[src/logic/ilf_pkg.sv]
// Constants, types and command codes for the input-low fault handler.
// Assumes one clock MCLK at 25 MHz and linear-format voltages on every threshold.
// What this block does
// - Hold the 16-bit linear warning threshold; it is also the hybrid switch-over level.
// - The hybrid switch-over acts only while the vendor option setting enables it.
// - Hold a separate 16-bit linear fault threshold.
// - Response 00 ignores the fault and keeps the output running.
// - Response 01 runs on for the delay, then follows the retry field if the fault persists.
// - Response 10 disables the output at once, then follows the retry field.
// - Response 11 keeps the output off until the fault is cleared.
// - Retry field 000 makes no restart and keeps the output off until cleared.
// - Retry fields 001 to 110 try one to six restarts, then latch off.
// - Restart attempts start one programmed delay apart.
// - Retry field 111 retries forever until commanded off or another fault.
// - Delay field n means two to the power n delay units.
// - One delay unit comes from the time-unit setting, for run-on and spacing.
package ilf_pkg;
    // ****************************************
    // Command codes and reset values
    // ****************************************
    localparam logic [7:0] ILF_CMD_WARN = 8'h58;
    localparam logic [7:0] ILF_CMD_FAULT = 8'h59;
    localparam logic [7:0] ILF_CMD_ACT = 8'h5A;
    localparam logic [7:0] ILF_CMD_OPT = 8'hE0;
    localparam logic [15:0] ILF_WARN_RST = 16'h0000;
    localparam logic [15:0] ILF_FAULT_RST = 16'h0000;
    localparam logic [7:0] ILF_ACT_RST = 8'hC0;
    localparam logic [7:0] ILF_OPT_RST = 8'h00;
    localparam logic [7:0] ILF_BYTE_PAD = 8'h00;
    localparam logic [15:0] ILF_RD_NONE = 16'h0000;
    localparam int ILF_OPT_HRR_BIT = 0;

    // ****************************************
    // Timing, retry codes and compare scaling
    // ****************************************
    localparam int ILF_CLK_NS = 40;
    localparam int ILF_MS_NS = 1000000;
    localparam int ILF_MS_CYC = ILF_MS_NS / ILF_CLK_NS;
    localparam logic [7:0] ILF_DLY_ONE = 8'h01;
    localparam logic [2:0] ILF_TRY_ONE = 3'h1;
    localparam logic [2:0] ILF_RETRY_NONE = 3'h0;
    localparam logic [2:0] ILF_RETRY_INF = 3'h7;
    localparam int ILF_FIX_W = 48;
    localparam logic signed [6:0] ILF_EXP_BIAS = 7'sh10;

    // ****************************************
    // Types
    // ****************************************
    typedef enum logic [1:0] {
        ILF_RESP_IGN = 2'h0,
        ILF_RESP_RUNON = 2'h1,
        ILF_RESP_DISRETRY = 2'h2,
        ILF_RESP_LATCH = 2'h3
    } ilf_resp_e;

    typedef enum logic [3:0] {
        ILF_S_RUN = 4'h1,
        ILF_S_DLY = 4'h2,
        ILF_S_WAIT = 4'h4,
        ILF_S_LATCH = 4'h8
    } ilf_state_e;

    typedef struct packed {
        ilf_resp_e resp;
        logic [2:0] retries;
        logic [2:0] delay;
    } ilf_act_s;

    typedef struct packed {
        logic signed [4:0] expo;
        logic signed [10:0] mant;
    } ilf_lin_s;

    typedef struct packed {
        logic wr;
        logic rd;
        logic [7:0] code;
        logic [15:0] data;
    } ilf_cmd_s;
endpackage : ilf_pkg

[src/logic/ilf_cmp.sv]
// Compares two linear-format values and reports a below b.
// Assumes both values are stable in the cycle they are read.
module ilf_cmp
    import ilf_pkg::*;
(
    input wire ilf_lin_s a,     // Measured value
    input wire ilf_lin_s b,     // Threshold
    output logic below          // a is less than b
);
    // Both sides are scaled to one fixed point so differing exponents compare right
    function automatic logic signed [ILF_FIX_W-1:0] to_fix(input ilf_lin_s v);
        logic signed [ILF_FIX_W-1:0] m;
        logic signed [6:0] sh;
        m = ILF_FIX_W'(v.mant);
        sh = 7'(v.expo) + ILF_EXP_BIAS;
        return m <<< sh[5:0];
    endfunction : to_fix

    always_comb begin
        below = to_fix(a) < to_fix(b);
    end
endmodule : ilf_cmp

[src/logic/ilf_tick.sv]
// Delay-unit pacer: a millisecond prescaler and a unit counter.
// Assumes the unit length in ms is set by the time-unit configuration.
module ilf_tick
    import ilf_pkg::*;
#(
    parameter int MS_CYCLES = ILF_MS_CYC
) (
    input wire logic clk,           // System clock
    input wire logic rst_n,         // Async reset, active low
    input wire logic restart,       // Realign phase to a fresh unit
    input wire logic [7:0] unit_ms, // Unit length in ms, zero taken as one
    output logic tick               // One pulse per delay unit
);
    localparam int MW = $clog2(MS_CYCLES + 1);
    localparam logic [MW-1:0] MS_LAST = MW'(MS_CYCLES - 1);

    logic [MW-1:0] ms_q, ms_d;
    logic [7:0] unit_q, unit_d;
    logic tick_q, tick_d;
    logic ms_end;

    always_comb begin
        ms_end = ms_q == MS_LAST;
        ms_d = ms_end ? '0 : MW'(ms_q + 1'b1);
        unit_d = unit_q;
        tick_d = 1'b0;
        if (ms_end) begin
            if (8'(unit_q + ILF_DLY_ONE) >= unit_ms) begin
                unit_d = '0;
                tick_d = 1'b1;
            end else begin
                unit_d = 8'(unit_q + ILF_DLY_ONE);
            end
        end
        if (restart) begin
            ms_d = '0;
            unit_d = '0;
            tick_d = 1'b0;
        end
    end

    always_ff @(posedge clk or negedge rst_n) begin
        if (!rst_n) begin
            ms_q <= '0;
            unit_q <= '0;
            tick_q <= 1'b0;
        end else begin
            ms_q <= ms_d;
            unit_q <= unit_d;
            tick_q <= tick_d;
        end
    end

    assign tick = tick_q;
endmodule : ilf_tick

[src/logic/ilf_top.sv]
// Input-low supervision: thresholds, response byte, retry sequencer.
// Assumes a command port already decoded from the management bus and
// a measured input voltage in linear format, synchronous to MCLK.
module ilf_top
    import ilf_pkg::*;
#(
    parameter int MS_CYCLES = ILF_MS_CYC
) (
    input wire logic MCLK,             // 25 MHz clock
    input wire logic RESETN,           // Async reset, active low
    input wire ilf_cmd_s CMD,          // Command write/read strobes, code, data
    output logic [15:0] RD_DATA,       // Read answer
    output logic RD_VALID,             // Read answer pulse
    input wire ilf_lin_s VIN,          // Measured input voltage
    input wire logic CTRL_ON,          // Output commanded on (pin and/or command)
    input wire logic CLEAR_FAULTS,     // Clear-all pulse
    input wire logic CLEAR_UV_BIT,     // Clear of the input-low bit alone
    input wire logic OTHER_FAULT,      // Another fault forces shutdown
    input wire logic [7:0] TIME_UNIT_MS, // Length of one delay unit in ms
    output logic OUT_EN,               // Converter output enable
    output logic UV_WARN,              // Sticky input-low warning
    output logic UV_FAULT,             // Sticky input-low fault
    output logic HRR_SWITCH,           // Hybrid ratio switch-over request
    output logic LATCHED               // Held off until cleared
);
    // ****************************************
    // Command registers
    // ****************************************
    ilf_lin_s warn_thr_q, warn_thr_d;
    ilf_lin_s fault_thr_q, fault_thr_d;
    ilf_act_s act_q, act_d;
    logic [7:0] opt_q, opt_d;
    logic [15:0] rd_data_q, rd_data_d;
    logic rd_valid_q, rd_valid_d;

    always_comb begin
        warn_thr_d = warn_thr_q;
        fault_thr_d = fault_thr_q;
        act_d = act_q;
        opt_d = opt_q;
        if (CMD.wr) begin
            case (CMD.code)
                ILF_CMD_WARN: warn_thr_d = CMD.data;
                ILF_CMD_FAULT: fault_thr_d = CMD.data;
                ILF_CMD_ACT: act_d = CMD.data[7:0];
                ILF_CMD_OPT: opt_d = CMD.data[7:0];
                default: ;
            endcase
        end
        rd_valid_d = CMD.rd;
        rd_data_d = rd_data_q;
        if (CMD.rd) begin
            case (CMD.code)
                ILF_CMD_WARN: rd_data_d = warn_thr_q;
                ILF_CMD_FAULT: rd_data_d = fault_thr_q;
                ILF_CMD_ACT: rd_data_d = {ILF_BYTE_PAD, act_q};
                ILF_CMD_OPT: rd_data_d = {ILF_BYTE_PAD, opt_q};
                default: rd_data_d = ILF_RD_NONE;
            endcase
        end
    end

    always_ff @(posedge MCLK or negedge RESETN) begin
        if (!RESETN) begin
            warn_thr_q <= ILF_WARN_RST;
            fault_thr_q <= ILF_FAULT_RST;
            act_q <= ILF_ACT_RST;
            opt_q <= ILF_OPT_RST;
            rd_data_q <= ILF_RD_NONE;
            rd_valid_q <= 1'b0;
        end else begin
            warn_thr_q <= warn_thr_d;
            fault_thr_q <= fault_thr_d;
            act_q <= act_d;
            opt_q <= opt_d;
            rd_data_q <= rd_data_d;
            rd_valid_q <= rd_valid_d;
        end
    end

    // ****************************************
    // Threshold compare and status flags
    // ****************************************
    logic warn_now, fault_now, clr_any;
    logic warn_q, warn_d, fault_q, fault_d, hrr_q, hrr_d;

    ilf_cmp u_cmp_warn (
        .a(VIN),
        .b(warn_thr_q),
        .below(warn_now)
    );

    ilf_cmp u_cmp_fault (
        .a(VIN),
        .b(fault_thr_q),
        .below(fault_now)
    );

    // A new event in the clearing cycle must survive, so set wins
    always_comb begin
        clr_any = CLEAR_FAULTS || CLEAR_UV_BIT;
        warn_d = warn_now || (warn_q && !clr_any);
        fault_d = fault_now || (fault_q && !clr_any);
        hrr_d = opt_q[ILF_OPT_HRR_BIT] && warn_now;
    end

    always_ff @(posedge MCLK or negedge RESETN) begin
        if (!RESETN) begin
            warn_q <= 1'b0;
            fault_q <= 1'b0;
            hrr_q <= 1'b0;
        end else begin
            warn_q <= warn_d;
            fault_q <= fault_d;
            hrr_q <= hrr_d;
        end
    end

    // ****************************************
    // Response sequencer
    // ****************************************
    ilf_state_e st_q, st_d;
    logic [7:0] dly_q, dly_d;
    logic [2:0] tries_q, tries_d;
    logic off_seen_q, off_seen_d;
    logic out_en_q, out_en_d;
    logic latched_q, latched_d;
    logic load, unit_tick, dly_done, stop;

    ilf_tick #(
        .MS_CYCLES(MS_CYCLES)
    ) u_tick (
        .clk(MCLK),
        .rst_n(RESETN),
        .restart(load),
        .unit_ms(TIME_UNIT_MS),
        .tick(unit_tick)
    );

    always_comb begin
        st_d = st_q;
        dly_d = dly_q;
        tries_d = tries_q;
        off_seen_d = off_seen_q;
        load = 1'b0;
        dly_done = unit_tick && (dly_q == ILF_DLY_ONE);
        stop = !CTRL_ON || OTHER_FAULT;
        case (st_q)
            ILF_S_RUN: begin
                off_seen_d = 1'b0;
                if (fault_now && !stop) begin
                    case (act_q.resp)
                        ILF_RESP_IGN: ;
                        ILF_RESP_RUNON: begin
                            st_d = ILF_S_DLY;
                            load = 1'b1;
                        end
                        ILF_RESP_DISRETRY: begin
                            if (act_q.retries == ILF_RETRY_NONE) begin
                                st_d = ILF_S_LATCH;
                            end else begin
                                st_d = ILF_S_WAIT;
                                tries_d = act_q.retries;
                                load = 1'b1;
                            end
                        end
                        ILF_RESP_LATCH: st_d = ILF_S_LATCH;
                        default: ;
                    endcase
                end
            end
            ILF_S_DLY: begin
                if (stop) begin
                    st_d = ILF_S_RUN;
                end else if (dly_done) begin
                    if (!fault_now) begin
                        st_d = ILF_S_RUN;
                    end else if (act_q.retries == ILF_RETRY_NONE) begin
                        st_d = ILF_S_LATCH;
                    end else begin
                        st_d = ILF_S_WAIT;
                        tries_d = act_q.retries;
                        load = 1'b1;
                    end
                end
            end
            ILF_S_WAIT: begin
                // Commanded off or another fault ends the retry run
                if (stop) begin
                    st_d = ILF_S_RUN;
                end else if (dly_done) begin
                    if (!fault_now) begin
                        st_d = ILF_S_RUN;
                    end else if (tries_q == ILF_RETRY_INF) begin
                        load = 1'b1;
                    end else if (tries_q == ILF_TRY_ONE) begin
                        st_d = ILF_S_LATCH;
                    end else begin
                        tries_d = 3'(tries_q - ILF_TRY_ONE);
                        load = 1'b1;
                    end
                end
            end
            ILF_S_LATCH: begin
                // Off then on again counts as a clear
                if (clr_any || (off_seen_q && CTRL_ON)) begin
                    st_d = ILF_S_RUN;
                    off_seen_d = 1'b0;
                end else if (!CTRL_ON) begin
                    off_seen_d = 1'b1;
                end
            end
            default: st_d = ILF_S_LATCH;
        endcase
        if (load) begin
            dly_d = ILF_DLY_ONE << act_q.delay;
        end else if (unit_tick && dly_q != ILF_DLY_ONE) begin
            dly_d = 8'(dly_q - ILF_DLY_ONE);
        end
        out_en_d = !stop && (st_d == ILF_S_RUN || st_d == ILF_S_DLY);
        latched_d = st_d == ILF_S_LATCH;
    end

    always_ff @(posedge MCLK or negedge RESETN) begin
        if (!RESETN) begin
            st_q <= ILF_S_RUN;
            dly_q <= ILF_DLY_ONE;
            tries_q <= ILF_RETRY_NONE;
            off_seen_q <= 1'b0;
            out_en_q <= 1'b0;
            latched_q <= 1'b0;
        end else begin
            st_q <= st_d;
            dly_q <= dly_d;
            tries_q <= tries_d;
            off_seen_q <= off_seen_d;
            out_en_q <= out_en_d;
            latched_q <= latched_d;
        end
    end

    assign RD_DATA = rd_data_q;
    assign RD_VALID = rd_valid_q;
    assign OUT_EN = out_en_q;
    assign UV_WARN = warn_q;
    assign UV_FAULT = fault_q;
    assign HRR_SWITCH = hrr_q;
    assign LATCHED = latched_q;
endmodule : ilf_top

[config.mk]
export PLATFORM = sky130hd
export DESIGN_NAME = ilf_top
export DESIGN_NICKNAME = d
export VERILOG_FILES = /design/src/logic/ilf_pkg.sv /design/src/logic/ilf_cmp.sv /design/src/logic/ilf_tick.sv /design/src/logic/ilf_top.sv
export SDC_FILE = /design/constraint.sdc
export NUM_CORES = 1
export LEC_CHECK = 0
export BUFFER_PORTS_ARGS = -buffer_cell sky130_fd_sc_hd__buf_2
export CORE_ASPECT_RATIO = 1.1
export CORE_MARGIN = 8
export CORE_UTILIZATION = 61
export DETAILED_ROUTE_END_ITERATION = 10
export GPL_TIMING_DRIVEN = 1
export PLACE_DENSITY = 0.81
export SETUP_SLACK_MARGIN = 0.2
export SYNTH_ARGS = -nofsm -noshare
export SYNTH_HDL_FRONTEND = slang
export SYNTH_SLANG_ARGS = --single-unit
[constraint.sdc]
create_clock -name MCLK -period 4.4 [get_ports MCLK]
set_clock_uncertainty 0.05 [all_clocks]
set_input_delay 0.44 -clock MCLK [delete_from_list [all_inputs] [get_ports MCLK]]
set_output_delay 0.44 -clock MCLK [all_outputs]
set_load 0.01 [all_outputs]
# [Word-level counts from Yosys, hierarchy flattened]
# Cells that the tools add are included.
# Widths: inputs -> output; s select.
[op_classes] n_mux=51 shift=4 add_sub_neg=7 n_lt_le_gt_ge=3 n_eq_ne=30 n_reduce_logical=28
[ops] operator="$sshl 11x6->48" count=3
[ops] operator="$lt 48x48->1" count=2
[ops] operator="$pmux 16 s4" count=1
[ops] operator="$mux 4" count=11
[ops] operator="$mux 8" count=5
[ops] operator="$mux 3" count=11
[ops] operator="$mux 15" count=2
[ops] operator="$eq 8x7->1 const B" count=3
[ops] operator="$add 5x6->6 const B" count=3
[ops] operator="$ne 2x2->1 const B" count=9
[ops] operator="$pmux 4 s4" count=1
[ops] operator="$add 15x1->15 const B" count=1
[ops] operator="$eq 15x15->1 const B" count=1
[ops] operator="$mux 1" count=15
[ops] operator="$pmux 4 s3" count=1
[ops] operator="$reduce_and 11->1" count=1
[ops] operator="$reduce_and 2->1" count=5
[ops] operator="$pmux 3 s3" count=1
[ops] operator="$add 8x1->8 const B" count=1
[ops] operator="$eq 4x1->1 const B" count=2
[ops] operator="$eq 4x2->1 const B" count=2
[ops] operator="$eq 4x4->1 const B" count=2
[ops] operator="$eq 8x1->1 const B" count=1
[ops] operator="$eq 8x8->1 const B" count=1
[ops] operator="other kinds (20)" count=38
[totals] output_inout_bits=22 regBits=110 input_bits=56 elab_cells=145

# [Depth between registers and ports, before layout]
[depth] ltp_word=10 mapped_depth=18

# [By module]
# A second synthesis with hierarchy kept.
[unflattened] hier_cells=1337 area_unflattened_um2=11395.9
[by_module_without_submodules] mod="ilf_cmp" area_each_um2=2815.2 cells_each=403 seq_area_each_um2=0.0 n_inst=2
[by_module_without_submodules] mod="ilf_top" area_each_um2=4225.3 cells_each=367 seq_area_each_um2=2157.1 n_inst=1
[by_module_without_submodules] mod="ilf_tick" area_each_um2=1540.2 cells_each=164 seq_area_each_um2=600.6 n_inst=1

# [Worst setup path before layout]
# OpenSTA, ideal clock, no wires.
[synth_timing] path_type="input port to flip-flop" startpoint="input port VIN[11] in the netlist's numbering" endpoint="register u_tick.ms_q[7]" path_stages=16 arrival_ns=3.991 path_buffers=3 setup_slack_ns=0.240 setup_time_ns=0.119 cell_sequence="clkbuf_1 > buf_1 > a21boi_0 > a311oi_1 > a21oi_1 > mux2_2 > o21a_1 > ha_1 > a21oi_1 > nand2_1 > a211o_1 > a221o_1 > nor4_4 > or2b_1 > buf_6 > nor2_1"
[synth_via] elab_chain_cells=8
[synth_rtl] element="start, declared" line_no="ilf_top.sv:14" source="input wire ilf_lin_s VIN,"
[synth_rtl] element="$add 5x6->6 *" line_no="ilf_cmp.sv:15" source="sh = 7'(v.expo) + ILF_EXP_BIAS;"
[synth_rtl] element="$sshl 11x6->48 *" line_no="ilf_cmp.sv:16" source="return m <<< sh[5:0];"
[synth_rtl] element="$lt 48x48->1 *" line_no="ilf_cmp.sv:20" source="below = to_fix(a) < to_fix(b);"
[synth_rtl] element="$mux 1 (on tied branches)" line_no="ilf_top.sv:192, ilf_top.sv:176"
[synth_rtl] element="$mux 1 (on tied branches)" line_no="ilf_top.sv:191, ilf_top.sv:175"
[synth_rtl] element="$mux 1 (on tied branches)" line_no="ilf_top.sv:189, ilf_top.sv:173"
[synth_rtl] element="$pmux 1 s3 *" line_no="ilf_top.sv:148" source="case (st_q)"
[synth_rtl] element="$mux 15 *" line_no="ilf_tick.sv:35" source="if (restart) begin"
[synth_rtl] element="via u_tick.ms_d[7]" line_no="ilf_tick.sv:17" source="logic [MW-1:0] ms_q, ms_d;"
[synth_rtl] element="end signal, assigned" line_no="ilf_tick.sv:48" source="ms_q <= ms_d;"
[synth_rtl] element="end, declared" line_no="ilf_tick.sv:17"
# The timed path passes the listed nets; every way through them passes the cells marked *.
# A chain may end at the register's enable or synchronous reset.

# [Final worst setup path]
[layout_timing] startpoint="register fault_thr_q[12] in the netlist's numbering" endpoint="register dly_q[3]"
[layout_via] elab_chain_cells=8
[layout_rtl] element="start, declared" line_no="ilf_top.sv:30" source="ilf_lin_s fault_thr_q, fault_thr_d;"
[layout_rtl] element="start signal, assigned" line_no="ilf_top.sv:73" source="fault_thr_q <= fault_thr_d;"
[layout_rtl] element="$add 5x6->6 *" line_no="ilf_cmp.sv:15"
[layout_rtl] element="$sshl 11x6->48 *" line_no="ilf_cmp.sv:16"
[layout_rtl] element="$lt 48x48->1 *" line_no="ilf_cmp.sv:20"
[layout_rtl] element="$mux 1 (on tied branches)" line_no="ilf_top.sv:192, ilf_top.sv:176"
[layout_rtl] element="$mux 1 (on tied branches)" line_no="ilf_top.sv:191, ilf_top.sv:175"
[layout_rtl] element="$mux 1 (on tied branches)" line_no="ilf_top.sv:189, ilf_top.sv:173"
[layout_rtl] element="$pmux 1 s3 *" line_no="ilf_top.sv:148"
[layout_rtl] element="$mux 8 or $reduce_bool 2->1 (tied branches)"
[layout_rtl] element="end signal, assigned" line_no="ilf_top.sv:234" source="dly_q <= dly_d;"
[layout_rtl] element="end, declared" line_no="ilf_top.sv:123" source="logic [7:0] dly_q, dly_d;"
# Every way passes the cells marked *; elsewhere a longest branch is shown, timed or not.

==> qor.yml <==
global_route.usage.met2_pct: 44.3
pwr-share-clk_pct: 29.7
grt_setup_unrepaired: "false"
num_vias: 9787
cp.required_ns: 4.63
drt-pass1-iter-count: 9
ys_seq_elements: 110
synthCells: 1223
htree_num_levels: 3
die_width_um: 140
synthToLayoutAreaGrowth_pct: 10.2
start_util_pct: 62.6
p_leak_nw: 4.95
top_usage_layer: "met2"
cts_tree: "done"
max_cap_violations: 0
finish.utilization_pct: 68.9
grt_use_met1_pct: 34.3
tightest_slew_ns: 1.03
die_h_um: 152
place_area_um2: 10900
overflow: 0
place_ws_ns: 0.0659
core_um2: 16400
hold_viol_final: 0
finalSetupViolCount: 0
layout_commonest_cell: "nand2_1"
grt_util_all_layers_pct: 27.3
setup.worst_path.class: "flop to flop"
synth_top_area_cell: "dfrtp_1"
cts_buffer_depth: 2
ir_drop_uv: 218
synth_warnings: 0
grt_pass1_vias: 9293
dpl.hpwl_mm: 23.2
syn_nets: 1380
antenna_cells: 0
numCtsBuffers: 9
power_frac_comb_pct: 30.2
drcViolationCount: 0
dp_cells: 1471
seq_power_share_pct: 40.2
post-route-period-util_pct: 92.1
layout_min_cycle_time_ns: 4.05
wl_mm: 29.7
intPower_mw: 1.86
grtUsageMet3_pct: 3.64
routedWlPerCell_um: 19.9
synth_edf_count: 0
final_cells: 1491
setup-tns-final_ns: 0
cts-root-buf: "clkbuf_16"
setup_ws_ns: 0.348
drt_iter0_drc: 780
cts_sinks: 110
cts.clk_slew.worst_paths_ns: 0.09
p_total_mw: 2.92
ys_types: 77
grt_max_degree: 82
insertion_delay_ns: 0.36
slew_violations: 0
crit_fanout: 13
worstHoldPathType: "primary input to async pin"
finalNetCount: 1439
grt_first_pass_wirelength_mm: 47.6
seq_area_frac_synth_pct: 26.9
dieArea_um2: 21200
final_layout_size_suffix_gt1_share_pct: 17.7
cellPowerDensity_nw_per_um2: 259
portBuffers: 77
switchingPower_mw: 1.07
postSynth.asyncResetShare_pct: 100
avgSynthCellArea_um2: 8.38
rr_worst_depth: 16
synth_top_area_share_pct: 25.9
nFillCells: 1314
antenna_left: 0
stdcell_area_um2: 11300
critPathCaptureType: "flop"
antenna_found_initial: 0
hold_ws_ns: 0.188
synth_area_leaders: "dfrtp_1, ha_1, mux2_2"
viasPerCell: 6.56
switching_share_pct: 36.5
start_kind: "flop"
cp_data_arrival_time_ns: 4.28
slew_headroom_pct: 31.2
gp_congestion: 1.13
synthFlopType: "dfrtp_1"
final_cell_mix: "nand2_1, dfrtp_1, ha_1, o21ai_0, nor2_1"
outcome: "finished, final reports clean"
rows: 49
synth_area_um2: 10200
clock.fmax_mhz: 247
io_pins: 78
[kinds of logic (layout without fill, tap and decap cells)]
group / after synthesis / count (layout) / synth area share [%]
compound gates: 325 / 325 / 20.6
xor+xnor: 26 / 26 / 2.22
fa+ha+maj: 101 / 101 / 12.3
buf+inv: 123 / 186 / 4.71
flops: 110 / 110 / 26.9
mux: 123 / 123 / 12.8
simple gates: 415 / 416 / 20.4
[flip-flops by register name, summed over array words and instances (netlist names)]
| name | flops |
|---|---|
| u_tick.unit_q | 8 |
| HRR_SWITCH | 1 |
| LATCHED | 1 |
| u_tick.tick | 1 |
| off_seen_q | 1 |
| opt_q | 8 |
| UV_WARN | 1 |
| dly_q | 8 |
| fault_thr_q | 16 |
| u_tick.ms_q | 15 |
| UV_FAULT | 1 |
| RD_DATA | 16 |
| act_q | 8 |
| tries_q | 3 |
| OUT_EN | 1 |
| RD_VALID | 1 |
| warn_thr_q | 16 |
| st_q | 4 |
[final cells by class]
| class | count | area (um^2) | share of cell area (%) |
|---|---|---|---|
| Sequential cell | 110 | 2760 | 24.5 |
| Clock inverter | 7 | 91.3 | 0.809 |
| Clock buffer | 9 | 225 | 2.00 |
| Inverter | 55 | 210 | 1.86 |
| Tap cell | 204 | 255 | 2.26 |
| Timing Repair Buffer | 115 | 677 | 6.00 |
| Multi-Input combinational cell | 991 | 7060 | 62.6 |
[what timing repair did]
action	CTS	global route
buffers inserted	0	2
endpoints found under the setup margin	0	38
resized for setup	0	27
hold buffers	0	0
[cell usage after synthesis, drive strengths merged (9+ instances only)]
| cell | instances |
|---|---|
| a21boi | 21 |
| a21o | 13 |
| a21oi | 70 |
| a22oi | 14 |
| a31oi | 11 |
| and2 | 15 |
| buf | 16 |
| clkbuf | 52 |
| dfrtp | 106 |
| ha | 101 |
| inv | 53 |
| mux2 | 63 |
| mux2i | 60 |
| nand2 | 132 |
| nand2b | 15 |
| nand3 | 47 |
| nand4 | 24 |
| nor2 | 88 |
| nor2b | 14 |
| nor3 | 21 |
| nor4 | 9 |
| nor4b | 10 |
| o211ai | 9 |
| o21a | 11 |
| o21ai | 94 |
| o22ai | 14 |
| xor2 | 18 |
[power groups by stage]
stage | Sequential [mW] | Clock [mW] | Combinational (mW)
after floorplan | 1.14 | 0 | 0.630
after global placement | 1.19 | 0 | 0.840
after detailed placement | 1.19 | 0 | 0.852
after CTS | 1.17 | 0.879 | 0.858
after global routing | 1.19 | 0.907 | 0.982
final | 1.17 | 0.866 | 0.881
[layer usage]
| metal | vias to the layer above | wire length, um |
|---|---|---|
| li1 | 4628 | - |
| met2 | 427 | 13900 |
| met1 | 4630 | 12000 |
| met4 | 0 | 1730 |
| met5 | - | 0 |
| met3 | 102 | 2070 |
[worst max-delay path, stage by stage, from the launching register on]
cell      delay (ns)
dfrtp_2         0.53
buf_4           0.26
mux2i_1         0.34
o21ai_0         0.16
nor2_1          0.13
nor2_1          0.10
a21boi_0        0.33
ha_1            0.33
nand3_1         0.09
nand2_1         0.05
a211o_1         0.30
a221o_1         0.42
nor4_4          0.30
buf_4           0.20
buf_6           0.15
nand4b_1        0.11
o21ai_0         0.10
[worst paths after layout]
path	slack (ns)	end	start
worst max register to register	0.35	dly_q[3]$_DFFE_PN0P_	fault_thr_q[12]$_DFFE_PN0P_
worst min register to register	0.43	u_tick.ms_q[0]$_DFF_PN0_	u_tick.ms_q[0]$_DFF_PN0_
min in group MCLK	0.28	fault_thr_q[15]$_DFFE_PN0P_	CMD[15]
worst max-delay path	0.35	dly_q[3]$_DFFE_PN0P_	fault_thr_q[12]$_DFFE_PN0P_
worst min-delay path	0.19	RD_DATA[3]$_DFFE_PN0P_	RESETN
max in group asynchronous	3.11	dly_q[0]$_DFFE_PN1P_	RESETN
Note: power is estimated with default switching activity, not from simulation.
